==> config.mk <==
export PLATFORM = sky130hd
export DESIGN_NAME = gpp_port
export DESIGN_NICKNAME = d
export VERILOG_FILES = /design/src/hdl/gpp_pkg.sv /design/src/hdl/gpp_irq_if.sv /design/src/hdl/gpp_port.sv /design/src/hdl/gpp_irq_detect.sv /design/src/hdl/gpp_pad_ctrl.sv
export VERILOG_INCLUDE_DIRS = /design/src /design/src/hdl
export SDC_FILE = /design/constraint.sdc
export NUM_CORES = 1
export LEC_CHECK = 0
export ABC_CLOCK_PERIOD_IN_PS = 2029
export BUFFER_PORTS_ARGS = -buffer_cell sky130_fd_sc_hd__buf_2
export CORE_MARGIN = 8
export CORE_UTILIZATION = 40
export CTS_BUF_LIST = sky130_fd_sc_hd__clkbuf_4 sky130_fd_sc_hd__clkbuf_8 sky130_fd_sc_hd__clkbuf_16
export CTS_CLUSTER_SIZE = 28
export DETAILED_ROUTE_END_ITERATION = 10
export GPL_TIMING_DRIVEN = 0
export SLEW_MARGIN = 30
export SYNTH_ARGS = -nofsm -noshare
export SYNTH_HDL_FRONTEND = slang
export SYNTH_SLANG_ARGS = --single-unit
==> constraint.sdc <==
create_clock -name i_ref_clk -period 2.03 [get_ports i_ref_clk]
set_input_delay 0.1015 -clock i_ref_clk [delete_from_list [all_inputs] [get_ports i_ref_clk]]
set_output_delay 0.1015 -clock i_ref_clk [all_outputs]
set_load 0.005 [all_outputs]
==> src/hdl/gpp_cfg.svh <==
// gpp_cfg.svh: register offsets, reset values and fixed bit positions of the gpio port
// assumes: included by bare name from the gpp_port module only
`ifndef GPP_CFG_SVH
`define GPP_CFG_SVH
`define GPP_OFS_DATA_HI 2'h0
`define GPP_OFS_DIR 12'h400
`define GPP_OFS_IS 12'h404
`define GPP_OFS_IBE 12'h408
`define GPP_OFS_IEV 12'h40C
`define GPP_OFS_IM 12'h410
`define GPP_OFS_RIS 12'h414
`define GPP_OFS_MIS 12'h418
`define GPP_OFS_ICR 12'h41C
`define GPP_OFS_AFSEL 12'h420
`define GPP_OFS_DR2 12'h500
`define GPP_OFS_DR4 12'h504
`define GPP_OFS_DR8 12'h508
`define GPP_OFS_ODR 12'h50C
`define GPP_OFS_PUR 12'h510
`define GPP_OFS_PDR 12'h514
`define GPP_OFS_SLR 12'h518
`define GPP_OFS_DEN 12'h51C
`define GPP_OFS_LOCK 12'h520
`define GPP_OFS_CR 12'h524
`define GPP_OFS_AMSEL 12'h528
`define GPP_ID_PAGE 6'h3F
`define GPP_ID_FIRST 4'h4
`define GPP_ID_SEED 8'h5A
`define GPP_LOCK_KEY 32'h1ACC_E55D
`define GPP_PROT_B 8'h80
`define GPP_PROT_C 8'h0F
`define GPP_DBG_RESET 8'h0F
`define GPP_DR2_RESET 8'hFF
`define GPP_ADC_BIT 4
`define GPP_RESP_OKAY 2'h0
`define GPP_RESP_DECERR 2'h3
`endif

==> src/hdl/gpp_pkg.sv <==
// gpp_pkg: shared types of the gpio port
// assumes: constants come from gpp_cfg.svh
package gpp_pkg;
  typedef logic [7:0] gpp_pins_t;
  typedef enum {GPP_PORT_A, GPP_PORT_B, GPP_PORT_C, GPP_PORT_D,
                GPP_PORT_E, GPP_PORT_F, GPP_PORT_G, GPP_PORT_H} gpp_port_t;
endpackage

==> src/hdl/gpp_irq_if.sv <==
// gpp_irq_if: trigger settings and status between the register file and the detector
// assumes: one register file and one detector on the same clock
`timescale 1ns/10ps
`default_nettype none
interface gpp_irq_if;
  import gpp_pkg::*;
  gpp_pins_t sense;
  gpp_pins_t both;
  gpp_pins_t event_pol;
  gpp_pins_t clr;
  gpp_pins_t raw;
  gpp_pins_t pin_sync;
  modport ctl (output sense, output both, output event_pol, output clr, input raw, input pin_sync);
  modport det (input sense, input both, input event_pol, input clr, output raw, output pin_sync);
endinterface
`default_nettype wire

==> src/hdl/gpp_port.sv <==
// gpp_port: one 8-bit gpio port with interrupt logic, commit lock and pad control
// assumes: axi4-lite master on i_ref_clk; system logic tells which aperture an access used
// How it works
// - enabled pin interrupts merge into one output
// - edge status stays set until cleared
// - sense, both-edges, event bits choose trigger
// - mask bit 1 passes pin interrupt
// - raw status shows conditions regardless of mask
// - masked status shows only enabled conditions
// - writing one to clear location clears edge status
// - unmasked port b pin four triggers converter
// - alternate function hands pin to peripheral
// - protected bits need unlock and commit
// - protection only port b seven, debug pins
// - reset leaves pins undriven except debug
// - only selected aperture reaches the port
// - direction and open-drain bits select input, push-pull or open-drain
// - peripheral sets direction, needs digital enable
// - pad gets drive, pulls, slew, enables
// - read-only identification registers
// - direction zero input, one drives data
// - address bits nine to two mask data
`include "gpp_cfg.svh"
`timescale 1ns/10ps
`default_nettype none
module gpp_port
  import gpp_pkg::*;
#(
  parameter gpp_port_t PORT = GPP_PORT_A
) (
  // clock and reset
  input wire logic i_ref_clk,
  input wire logic i_reset_n,
  // axi4-lite write
  input wire logic [11:0] i_awaddr,
  input wire logic i_awvalid,
  output logic o_awready,
  input wire logic [31:0] i_wdata,
  input wire logic [3:0] i_wstrb,
  input wire logic i_wvalid,
  output logic o_wready,
  output logic [1:0] o_bresp,
  output logic o_bvalid,
  input wire logic i_bready,
  // axi4-lite read
  input wire logic [11:0] i_araddr,
  input wire logic i_arvalid,
  output logic o_arready,
  output logic [31:0] o_rdata,
  output logic [1:0] o_rresp,
  output logic o_rvalid,
  input wire logic i_rready,
  // aperture select and the aperture of the current access
  input wire logic i_ahb_aperture_sel,
  input wire logic i_access_ahb,
  // pads and peripherals
  input wire gpp_pins_t i_pad_in,
  output var gpp_pins_t o_pad_out,
  output var gpp_pins_t o_pad_oe,
  input wire gpp_pins_t i_alt_out,
  input wire gpp_pins_t i_alt_oe,
  output var gpp_pins_t o_alt_in,
  // pad settings
  output var gpp_pins_t o_drive_2ma_select,
  output var gpp_pins_t o_drive_4ma_select,
  output var gpp_pins_t o_drive_8ma_select,
  output var gpp_pins_t o_pull_up_select,
  output var gpp_pins_t o_pull_down_select,
  output var gpp_pins_t o_slew_control_select,
  output var gpp_pins_t o_digital_enable,
  output var gpp_pins_t o_analog_mode_select,
  // interrupt and converter trigger
  output logic o_irq,
  output logic o_adc_trigger
);
  localparam gpp_pins_t PROT = (PORT == GPP_PORT_B) ? `GPP_PROT_B : (PORT == GPP_PORT_C) ? `GPP_PROT_C : 8'h00;
  localparam gpp_pins_t DBG_RST = (PORT == GPP_PORT_C) ? `GPP_DBG_RESET : 8'h00;

  gpp_irq_if irq ();
  gpp_pins_t data_reg, dir_reg, is_reg, ibe_reg, iev_reg, im_reg, afsel_reg, dr2_reg, dr4_reg, dr8_reg;
  gpp_pins_t odr_reg, pur_reg, pdr_reg, slr_reg, den_reg, amsel_reg, cr_reg;
  logic locked_reg;
  logic aw_full_reg, w_full_reg, aw_ok_reg;
  logic [11:0] aw_addr_reg;
  logic [31:0] w_data_reg;
  logic w_strb0_reg;
  logic wr_go, wr_en, rd_ok;
  gpp_pins_t masked, wr_mask, commit_ok, pin_view;
  logic [31:0] rd_next;

  // write address and data may arrive in either order
  always_ff @(posedge i_ref_clk or negedge i_reset_n) begin
    if (!i_reset_n) begin
      aw_full_reg <= 1'b0;
      w_full_reg <= 1'b0;
      o_awready <= 1'b1;
      o_wready <= 1'b1;
      o_bvalid <= 1'b0;
      o_bresp <= `GPP_RESP_OKAY;
      aw_addr_reg <= 12'h000;
      aw_ok_reg <= 1'b0;
      w_data_reg <= 32'h0000_0000;
      w_strb0_reg <= 1'b0;
    end else begin
      if (i_awvalid && o_awready) begin
        aw_full_reg <= 1'b1;
        o_awready <= 1'b0;
        aw_addr_reg <= i_awaddr;
        aw_ok_reg <= (i_access_ahb == i_ahb_aperture_sel) && is_mapped(i_awaddr);
      end
      if (i_wvalid && o_wready) begin
        w_full_reg <= 1'b1;
        o_wready <= 1'b0;
        w_data_reg <= i_wdata;
        w_strb0_reg <= i_wstrb[0];
      end
      if (wr_go) begin
        aw_full_reg <= 1'b0;
        w_full_reg <= 1'b0;
        o_bvalid <= 1'b1;
        o_bresp <= aw_ok_reg ? `GPP_RESP_OKAY : `GPP_RESP_DECERR;
      end else if (o_bvalid && i_bready) begin
        o_bvalid <= 1'b0;
        o_awready <= 1'b1;
        o_wready <= 1'b1;
      end
    end
  end
  assign wr_go = aw_full_reg && w_full_reg && !o_bvalid;
  assign wr_en = wr_go && aw_ok_reg && w_strb0_reg;

  function automatic logic is_mapped(input logic [11:0] a);
    return (a[11:10] == `GPP_OFS_DATA_HI) || (a[11:2] >= `GPP_OFS_DIR >> 2 && a[11:2] <= `GPP_OFS_AFSEL >> 2)
      || (a[11:2] >= `GPP_OFS_DR2 >> 2 && a[11:2] <= `GPP_OFS_AMSEL >> 2)
      || (a[11:6] == `GPP_ID_PAGE && a[5:2] >= `GPP_ID_FIRST);
  endfunction
  function automatic logic wr_at(input logic [11:0] ofs);
    return wr_en && aw_addr_reg[11:2] == ofs[11:2];
  endfunction

  // data register, address bits select which pins a write touches
  always_ff @(posedge i_ref_clk or negedge i_reset_n) begin
    if (!i_reset_n) begin
      data_reg <= 8'h00;
    end else if (wr_en && aw_addr_reg[11:10] == `GPP_OFS_DATA_HI) begin
      data_reg <= (data_reg & ~aw_addr_reg[9:2]) | (w_data_reg[7:0] & aw_addr_reg[9:2]);
    end
  end

  // plain settings
  always_ff @(posedge i_ref_clk or negedge i_reset_n) begin
    if (!i_reset_n) begin
      dir_reg <= 8'h00;
      is_reg <= 8'h00;
      ibe_reg <= 8'h00;
      iev_reg <= 8'h00;
      im_reg <= 8'h00;
      odr_reg <= 8'h00;
      pdr_reg <= 8'h00;
      slr_reg <= 8'h00;
      amsel_reg <= 8'h00;
    end else begin
      if (wr_at(`GPP_OFS_DIR)) dir_reg <= w_data_reg[7:0];
      if (wr_at(`GPP_OFS_IS)) is_reg <= w_data_reg[7:0];
      if (wr_at(`GPP_OFS_IBE)) ibe_reg <= w_data_reg[7:0];
      if (wr_at(`GPP_OFS_IEV)) iev_reg <= w_data_reg[7:0];
      if (wr_at(`GPP_OFS_IM)) im_reg <= w_data_reg[7:0];
      if (wr_at(`GPP_OFS_ODR)) odr_reg <= w_data_reg[7:0];
      if (wr_at(`GPP_OFS_PDR)) pdr_reg <= w_data_reg[7:0];
      if (wr_at(`GPP_OFS_SLR)) slr_reg <= w_data_reg[7:0];
      if (wr_at(`GPP_OFS_AMSEL)) amsel_reg <= w_data_reg[7:0];
    end
  end

  // drive strength: selecting one strength drops the other two
  always_ff @(posedge i_ref_clk or negedge i_reset_n) begin
    if (!i_reset_n) begin
      dr2_reg <= `GPP_DR2_RESET;
      dr4_reg <= 8'h00;
      dr8_reg <= 8'h00;
    end else if (wr_at(`GPP_OFS_DR2)) begin
      dr2_reg <= dr2_reg | w_data_reg[7:0];
      dr4_reg <= dr4_reg & ~w_data_reg[7:0];
      dr8_reg <= dr8_reg & ~w_data_reg[7:0];
    end else if (wr_at(`GPP_OFS_DR4)) begin
      dr2_reg <= dr2_reg & ~w_data_reg[7:0];
      dr4_reg <= dr4_reg | w_data_reg[7:0];
      dr8_reg <= dr8_reg & ~w_data_reg[7:0];
    end else if (wr_at(`GPP_OFS_DR8)) begin
      dr2_reg <= dr2_reg & ~w_data_reg[7:0];
      dr4_reg <= dr4_reg & ~w_data_reg[7:0];
      dr8_reg <= dr8_reg | w_data_reg[7:0];
    end
  end

  // lock and commit: only protected pins ever need both
  always_ff @(posedge i_ref_clk or negedge i_reset_n) begin
    if (!i_reset_n) begin
      locked_reg <= 1'b1;
      cr_reg <= ~PROT;
    end else begin
      if (wr_at(`GPP_OFS_LOCK)) locked_reg <= (w_data_reg != `GPP_LOCK_KEY);
      if (wr_at(`GPP_OFS_CR) && !locked_reg) cr_reg <= ~PROT | (w_data_reg[7:0] & PROT);
    end
  end
  assign commit_ok = ~PROT | (cr_reg & {8{!locked_reg}});
  assign wr_mask = commit_ok;

  // committed settings: alternate function, pull-up, digital enable
  always_ff @(posedge i_ref_clk or negedge i_reset_n) begin
    if (!i_reset_n) begin
      afsel_reg <= DBG_RST;
      pur_reg <= DBG_RST;
      den_reg <= DBG_RST;
    end else begin
      if (wr_at(`GPP_OFS_AFSEL)) afsel_reg <= (afsel_reg & ~wr_mask) | (w_data_reg[7:0] & wr_mask);
      if (wr_at(`GPP_OFS_PUR)) pur_reg <= (pur_reg & ~wr_mask) | (w_data_reg[7:0] & wr_mask);
      if (wr_at(`GPP_OFS_DEN)) den_reg <= (den_reg & ~wr_mask) | (w_data_reg[7:0] & wr_mask);
    end
  end

  // detector wiring; clear pulses straight from the write
  assign irq.sense = is_reg;
  assign irq.both = ibe_reg;
  assign irq.event_pol = iev_reg;
  assign irq.clr = wr_at(`GPP_OFS_ICR) ? w_data_reg[7:0] : 8'h00;
  assign masked = irq.raw & im_reg;

  gpp_irq_detect u_detect (
    .i_ref_clk(i_ref_clk),
    .i_reset_n(i_reset_n),
    .i_pad_in(i_pad_in),
    .irq(irq.det)
  );

  // port interrupt and converter trigger
  always_ff @(posedge i_ref_clk or negedge i_reset_n) begin
    if (!i_reset_n) begin
      o_irq <= 1'b0;
      o_adc_trigger <= 1'b0;
    end else begin
      o_irq <= |masked;
      o_adc_trigger <= (PORT == GPP_PORT_B) && masked[`GPP_ADC_BIT];
    end
  end

  // read view of the data register: software-driven outputs show stored bits, other pins show the pin only if digitally enabled
  assign pin_view = (dir_reg & ~afsel_reg & data_reg) | (~(dir_reg & ~afsel_reg) & irq.pin_sync & den_reg);
  always_comb begin
    rd_next = 32'h0000_0000;
    if (i_araddr[11:10] == `GPP_OFS_DATA_HI) begin
      rd_next[7:0] = pin_view & i_araddr[9:2];
    end else if (i_araddr[11:6] == `GPP_ID_PAGE) begin
      rd_next[7:0] = `GPP_ID_SEED ^ {4'h0, i_araddr[5:2]}; // arbitrary identification values
    end else begin
      unique case (i_araddr[11:2])
        `GPP_OFS_DIR >> 2: rd_next[7:0] = dir_reg;
        `GPP_OFS_IS >> 2: rd_next[7:0] = is_reg;
        `GPP_OFS_IBE >> 2: rd_next[7:0] = ibe_reg;
        `GPP_OFS_IEV >> 2: rd_next[7:0] = iev_reg;
        `GPP_OFS_IM >> 2: rd_next[7:0] = im_reg;
        `GPP_OFS_RIS >> 2: rd_next[7:0] = irq.raw;
        `GPP_OFS_MIS >> 2: rd_next[7:0] = masked;
        `GPP_OFS_AFSEL >> 2: rd_next[7:0] = afsel_reg;
        `GPP_OFS_DR2 >> 2: rd_next[7:0] = dr2_reg;
        `GPP_OFS_DR4 >> 2: rd_next[7:0] = dr4_reg;
        `GPP_OFS_DR8 >> 2: rd_next[7:0] = dr8_reg;
        `GPP_OFS_ODR >> 2: rd_next[7:0] = odr_reg;
        `GPP_OFS_PUR >> 2: rd_next[7:0] = pur_reg;
        `GPP_OFS_PDR >> 2: rd_next[7:0] = pdr_reg;
        `GPP_OFS_SLR >> 2: rd_next[7:0] = slr_reg;
        `GPP_OFS_DEN >> 2: rd_next[7:0] = den_reg;
        `GPP_OFS_LOCK >> 2: rd_next[0] = locked_reg;
        `GPP_OFS_CR >> 2: rd_next[7:0] = cr_reg;
        `GPP_OFS_AMSEL >> 2: rd_next[7:0] = amsel_reg;
        default: rd_next = 32'h0000_0000;
      endcase
    end
  end
  assign rd_ok = (i_access_ahb == i_ahb_aperture_sel) && is_mapped(i_araddr);

  // read channel: answer one cycle after the address is taken
  always_ff @(posedge i_ref_clk or negedge i_reset_n) begin
    if (!i_reset_n) begin
      o_arready <= 1'b1;
      o_rvalid <= 1'b0;
      o_rdata <= 32'h0000_0000;
      o_rresp <= `GPP_RESP_OKAY;
    end else if (i_arvalid && o_arready) begin
      o_arready <= 1'b0;
      o_rvalid <= 1'b1;
      o_rdata <= rd_ok ? rd_next : 32'h0000_0000;
      o_rresp <= rd_ok ? `GPP_RESP_OKAY : `GPP_RESP_DECERR;
    end else if (o_rvalid && i_rready) begin
      o_rvalid <= 1'b0;
      o_arready <= 1'b1;
    end
  end

  gpp_pad_ctrl u_pad (
    .i_ref_clk(i_ref_clk),
    .i_reset_n(i_reset_n),
    .i_afsel(afsel_reg),
    .i_dir(dir_reg),
    .i_odr(odr_reg),
    .i_den(den_reg),
    .i_data(data_reg),
    .i_pin_sync(irq.pin_sync),
    .i_alt_out(i_alt_out),
    .i_alt_oe(i_alt_oe),
    .o_alt_in(o_alt_in),
    .o_pad_out(o_pad_out),
    .o_pad_oe(o_pad_oe)
  );

  // pad settings straight from their registers
  assign o_drive_2ma_select = dr2_reg;
  assign o_drive_4ma_select = dr4_reg;
  assign o_drive_8ma_select = dr8_reg;
  assign o_pull_up_select = pur_reg;
  assign o_pull_down_select = pdr_reg;
  assign o_slew_control_select = slr_reg;
  assign o_digital_enable = den_reg;
  assign o_analog_mode_select = amsel_reg;

  property p_irq_follow;
    @(posedge i_ref_clk) disable iff (!i_reset_n)
    ##1 o_irq == $past(|(irq.raw & im_reg));
  endproperty
  a_irq_follow: assert property (p_irq_follow) else $error("port interrupt not matching masked status");
  property p_mask_block;
    @(posedge i_ref_clk) disable iff (!i_reset_n)
    (im_reg == 8'h00) |=> !o_irq;
  endproperty
  a_mask_block: assert property (p_mask_block) else $error("masked pin raised interrupt");
  property p_adc;
    @(posedge i_ref_clk) disable iff (!i_reset_n)
    o_adc_trigger |-> (PORT == GPP_PORT_B) && $past(im_reg[4]) && $past(irq.raw[4]);
  endproperty
  a_adc: assert property (p_adc) else $error("converter trigger without unmasked pin four");
  property p_commit;
    @(posedge i_ref_clk) disable iff (!i_reset_n)
    (wr_at(`GPP_OFS_AFSEL) && locked_reg) |=> ((afsel_reg & PROT) == $past(afsel_reg & PROT));
  endproperty
  a_commit: assert property (p_commit) else $error("protected bit changed while locked");
  property p_aperture;
    @(posedge i_ref_clk) disable iff (!i_reset_n)
    (wr_go && !aw_ok_reg) |=> (o_bvalid && o_bresp == `GPP_RESP_DECERR && dir_reg == $past(dir_reg));
  endproperty
  a_aperture: assert property (p_aperture) else $error("refused access not answered with error");
endmodule
`default_nettype wire

==> src/hdl/gpp_irq_detect.sv <==
// gpp_irq_detect: pin synchroniser and per-pin edge or level detection
// assumes: pad inputs may be asynchronous; clears are one-cycle pulses
`timescale 1ns/10ps
`default_nettype none
module gpp_irq_detect
  import gpp_pkg::*;
(
  // clock and reset
  input wire logic i_ref_clk,
  input wire logic i_reset_n,
  // pads and settings
  input wire gpp_pins_t i_pad_in,
  gpp_irq_if.det irq
);
  gpp_pins_t sync1_reg;
  gpp_pins_t sync2_reg;
  gpp_pins_t prev_reg;
  gpp_pins_t raw_reg;
  gpp_pins_t hit;
  gpp_pins_t rise;
  gpp_pins_t fall;

  // two-stage synchroniser plus one older sample
  always_ff @(posedge i_ref_clk or negedge i_reset_n) begin
    if (!i_reset_n) begin
      sync1_reg <= 8'h00;
      sync2_reg <= 8'h00;
      prev_reg <= 8'h00;
    end else begin
      sync1_reg <= i_pad_in;
      sync2_reg <= sync1_reg;
      prev_reg <= sync2_reg;
    end
  end
  assign rise = sync2_reg & ~prev_reg;
  assign fall = ~sync2_reg & prev_reg;

  // per-pin trigger decode and status
  for (genvar i = 0; i < 8; i++) begin : g_pin
    always_comb begin
      if (irq.sense[i]) begin
        hit[i] = (sync2_reg[i] == irq.event_pol[i]);
      end else if (irq.both[i]) begin
        hit[i] = rise[i] | fall[i];
      end else begin
        hit[i] = irq.event_pol[i] ? rise[i] : fall[i];
      end
    end
    always_ff @(posedge i_ref_clk or negedge i_reset_n) begin
      if (!i_reset_n) begin
        raw_reg[i] <= 1'b0;
      end else if (irq.sense[i]) begin
        raw_reg[i] <= hit[i];
      end else begin
        raw_reg[i] <= hit[i] | (raw_reg[i] & ~irq.clr[i]);
      end
    end
  end
  assign irq.raw = raw_reg;
  assign irq.pin_sync = sync2_reg;

  property p_edge_hold;
    @(posedge i_ref_clk) disable iff (!i_reset_n)
    (!irq.sense[0] && raw_reg[0] && !irq.clr[0]) |=> raw_reg[0];
  endproperty
  a_edge_hold: assert property (p_edge_hold) else $error("edge status lost without clear");
  property p_edge_clr;
    @(posedge i_ref_clk) disable iff (!i_reset_n)
    (!irq.sense[1] && irq.clr[1] && !hit[1]) |=> !raw_reg[1];
  endproperty
  a_edge_clr: assert property (p_edge_clr) else $error("clear did not drop status");
  property p_rise;
    @(posedge i_ref_clk) disable iff (!i_reset_n)
    (!irq.sense[0] && !irq.both[0] && irq.event_pol[0] && sync2_reg[0] && !prev_reg[0]) |=> raw_reg[0];
  endproperty
  a_rise: assert property (p_rise) else $error("rising edge not caught");
  property p_level;
    @(posedge i_ref_clk) disable iff (!i_reset_n)
    irq.sense[2] |=> (raw_reg[2] == ($past(sync2_reg[2]) == $past(irq.event_pol[2])));
  endproperty
  a_level: assert property (p_level) else $error("level status not following pin");
endmodule
`default_nettype wire

==> src/hdl/gpp_pad_ctrl.sv <==
// gpp_pad_ctrl: registered pad drive for software or alternate function control
// assumes: peripheral outputs are synchronous to the clock
`timescale 1ns/10ps
`default_nettype none
module gpp_pad_ctrl
  import gpp_pkg::*;
(
  // clock and reset
  input wire logic i_ref_clk,
  input wire logic i_reset_n,
  // settings
  input wire gpp_pins_t i_afsel,
  input wire gpp_pins_t i_dir,
  input wire gpp_pins_t i_odr,
  input wire gpp_pins_t i_den,
  input wire gpp_pins_t i_data,
  input wire gpp_pins_t i_pin_sync,
  // peripheral side
  input wire gpp_pins_t i_alt_out,
  input wire gpp_pins_t i_alt_oe,
  output var gpp_pins_t o_alt_in,
  // pad side
  output var gpp_pins_t o_pad_out,
  output var gpp_pins_t o_pad_oe
);
  gpp_pins_t val;
  gpp_pins_t drv;

  // source select: peripheral ignores direction, software uses it
  assign val = (i_afsel & i_alt_out) | (~i_afsel & i_data);
  assign drv = (i_afsel & i_alt_oe) | (~i_afsel & i_dir);

  // open drain only pulls low; nothing drives without digital enable
  always_ff @(posedge i_ref_clk or negedge i_reset_n) begin
    if (!i_reset_n) begin
      o_pad_out <= 8'h00;
      o_pad_oe <= 8'h00;
      o_alt_in <= 8'h00;
    end else begin
      o_pad_out <= val & ~i_odr;
      o_pad_oe <= i_den & drv & ~(i_odr & val);
      o_alt_in <= i_pin_sync & i_den & i_afsel;
    end
  end

  property p_od;
    @(posedge i_ref_clk) disable iff (!i_reset_n)
    (!i_afsel[0] && i_den[0] && i_dir[0] && i_odr[0] && i_data[0]) |=> (!o_pad_oe[0] && !o_pad_out[0]);
  endproperty
  a_od: assert property (p_od) else $error("open drain drove high");
  property p_alt;
    @(posedge i_ref_clk) disable iff (!i_reset_n)
    (i_afsel[0] && i_den[0] && !i_odr[0] && i_alt_oe[0]) |=> (o_pad_oe[0] && o_pad_out[0] == $past(i_alt_out[0]));
  endproperty
  a_alt: assert property (p_alt) else $error("peripheral not driving pad");
endmodule
`default_nettype wire

==> results_dict.tcl <==
set metrics [dict create \
    grt_use_met2_pct 39.2 \
    cts.htree.levels 1 \
    die_h_microns 189 \
    grt_start_max_net_pins 85 \
    internal_power_w 0.0101 \
    wl_microns 45000 \
    hold_path_class "input pin to async pin" \
    dp_worst_setup_slack_ps -948 \
    vias 10068 \
    cp.arrival_ps 2590 \
    root_buffer "clkbuf_16" \
    rrSetupSlack_ps -130 \
    clk_latency_ps 550 \
    cp-end-kind "flop" \
    use_met1_pct 33.0 \
    cts.sinks 247 \
    die_x_microns 189 \
    finalMaxSlewViolations 0 \
    max_cap_violations 0 \
    io_buffers 190 \
    layout.nets 1529 \
    period_needed_ps 2160 \
    clk_path_buf_depth 3 \
    pwr-share-clk_pct 38.4 \
    avgViaCountPerCell 5.49 \
    drt_iter0_markers 762 \
    p_comb_share_pct 18.4 \
    grt-busiest-layer "met2" \
    cp_max_fo 5 \
    route.detailed.drc 0 \
    ios 224 \
    ys_seq_area_share_pct 51.8 \
    core_area_sq_um 29600 \
    yosysUniqueCellTypes 75 \
    routabilityCongestion 0.961 \
    antenna_found_initial 1 \
    grt_pass1_vias 10572 \
    violations "setup timing" \
    drive_gt1_share_pct 36.4 \
    grt_overflow 0 \
    finalSetupViolations 49 \
    rsz0062_at_grt "true" \
    ys.flop_type "dfrtp_1" \
    wl_per_cell_microns 24.5 \
    swShare_pct 29.7 \
    r2r-start "aw_addr_reg[5]" \
    power.density_nw_per_um2 902 \
    status "complete, but fails checks" \
    finClkSkew_ps 14.2 \
    ff2ff_path_depth 6 \
    r2r-end "irq.sense[2]" \
    hold_viol_final 0 \
    power_frac_seq_pct 43.2 \
    synth-seq-cells 247 \
    nFillCells 2556 \
    drtAntennaViolNets 0 \
    start_util_pct 40.5 \
    dp_hpwl_microns 31800 \
    ir_drop_uv 707 \
    drtPass1Iterations 5 \
    clkTransAtPathRegs_ps 60 \
    fin_tns_setup_ps -3060 \
    worstSetupPathType "flop to flop" \
    start_kind "flop" \
    die_area_sq_um 35700 \
    timing.hold.ws_ps 102 \
    cts_tree "built" \
    tightest_slew_ps 942 \
    use_met3_pct 5.26 \
    synth_warnings 0 \
    synthArstFlopShare_pct 100 \
    period_share_pct 106 \
    syn_area_sq_um 12000 \
    numCtsBuffers 28 \
    p_leak_nw 7.76 \
    grt_use_total_pct 24.7 \
    required_ps 2460 \
    relSlewSlack_pct 37.2 \
    synth_edf_count 0 \
    grt_pass1_wl_microns 67400 \
    area_growth_pct 32.8 \
    worst_slack_ps -131 \
    rows 63 \
    avgSynthCellArea_sq_um 11.2 \
    fmax_mhz 463 \
    synthCells 1071 \
    netSwitchingPower_w 0.00425 \
]
## through the flow
stage	cells	util, %	power, W	cell area [sq um]
4_1_cts	1824	53.1	0.0142	15700
3_5_place_dp	1679	46.1	0.00840	13600
5_1_grt	1832	53.8	0.0149	15900
2_1_floorplan	1095	-	0.00727	12100
6_report	1833	53.8	0.0143	15900
3_3_place_gp	1675	45.7	0.00830	13500
## routing by layer
| metal | up-vias | share of wire, % |
|---|---|---|
| li1 | 4518 | - |
| met1 | 5067 | 44 |
| met2 | 402 | 46 |
| met3 | 81 | 7.3 |
| met4 | 0 | 3.3 |
| met5 | - | 0 |
## cells in the mapped netlist, types with 6 or more instances
library cell  number  share of area (%)
nand2_1           85                2.7
nor2b_1           16               0.84
nor2_1            89                2.8
inv_1             38                1.2
nand3_1           25                1.0
mux2i_1           23                1.9
nor4bb_1           6               0.50
o21ai_0           56                2.3
nor3_1             9               0.38
and3_1            17               0.89
o211a_1            7               0.59
a31oi_1            9               0.47
mux2_2           146                 14
ha_1              16                1.7
buf_4             27                1.7
nand2b_1          12               0.63
a32oi_1           10               0.73
dfstp_2           12                2.6
xor2_1             8               0.59
and2_1             7               0.37
dfrtp_1          235                 49
mux2_4             8                1.0
a22oi_1           15               0.94
clkbuf_1          32                1.0
a211oi_1          12               0.75
a21boi_0          10               0.63
buf_1              6               0.19
o31a_1             9               0.66
nand4_1           12               0.63
a21oi_1           30                1.3
## worst max-delay path by stage
| stage | start | to | slack [ps] | cells past startpoint |
|---|---|---|---|---|
| floorplan | aw_addr_reg[4] | ibe_reg[0] | 1 | 4 |
| global placement | i_reset_n | u_detect.sync1_reg[5] | -3730 | 1 |
| detailed placement | aw_addr_reg[3] | odr_reg[1] | -950 | 5 |
| CTS | aw_addr_reg[5] | ibe_reg[2] | -40 | 4 |
| global route | aw_addr_reg[4] | irq.sense[1] | -190 | 6 |
| finish | aw_addr_reg[5] | irq.sense[2] | -130 | 6 |
## layout by cell type, fill, tap and decap left out, types with 30 or more instances in the layout
| master | count |
|---|---|
| a21oi_1 | 30 |
| buf_2 | 194 |
| buf_4 | 46 |
| dfrtp_1 | 232 |
| dlygate4sd3_1 | 78 |
| inv_1 | 38 |
| mux2_2 | 141 |
| nand2_1 | 77 |
| nor2_1 | 77 |
| o21ai_0 | 49 |
## area by class of cell
cell class	instances	area (sq um)	share of cell area, %
Antenna cell	1	2.50	0.0157
Buffer	67	380	2.39
Clock buffer	37	811	5.10
Clock inverter	15	204	1.28
Inverter	39	150	0.944
Multi-Input combinational cell	738	5560	35.0
Sequential cell	247	6200	39.0
Tap cell	390	488	3.07
Timing Repair Buffer	299	2100	13.2
## power by group through the flow
stage | Sequential [W] | Clock [W] | Combinational (W)
3_3_place_gp | 0.00616 | 0 | 0.00214
6_report | 0.00619 | 0.00551 | 0.00263
5_1_grt | 0.00626 | 0.00580 | 0.00283
2_1_floorplan | 0.00592 | 0 | 0.00135
3_5_place_dp | 0.00619 | 0 | 0.00221
4_1_cts | 0.00614 | 0.00558 | 0.00243
## cells by family after synthesis
kind of cell,synth area share (%)
AOI/OAI and AO/OA,11.0
xor gates and xnor gates,0.658
adders and majority gates,1.76
buffers and inverters,4.41
DFF,51.8
muxes,16.7
other,0.0313
and+or+nand+nor,13.8
## critical path: stages (launching register included)
cell and delay [ps]:
dfrtp_2 420, or4b_4 560, buf_4 160, nor3_4 220, nand3b_1 200, buf_6 210, mux2_2 260
## repair_timing
| item | CTS | global route |
|---|---|---|
| hold buffers | 78 | 0 |
| buffers inserted | 17 | 10 |
| setup endpoints to repair | 131 | 127 |
| endpoints found under the hold margin | 230 | 0 |
| resized for setup | 29 | 44 |
| pin swaps | 8 | 19 |
Note: power is estimated with default switching activity, not from simulation.
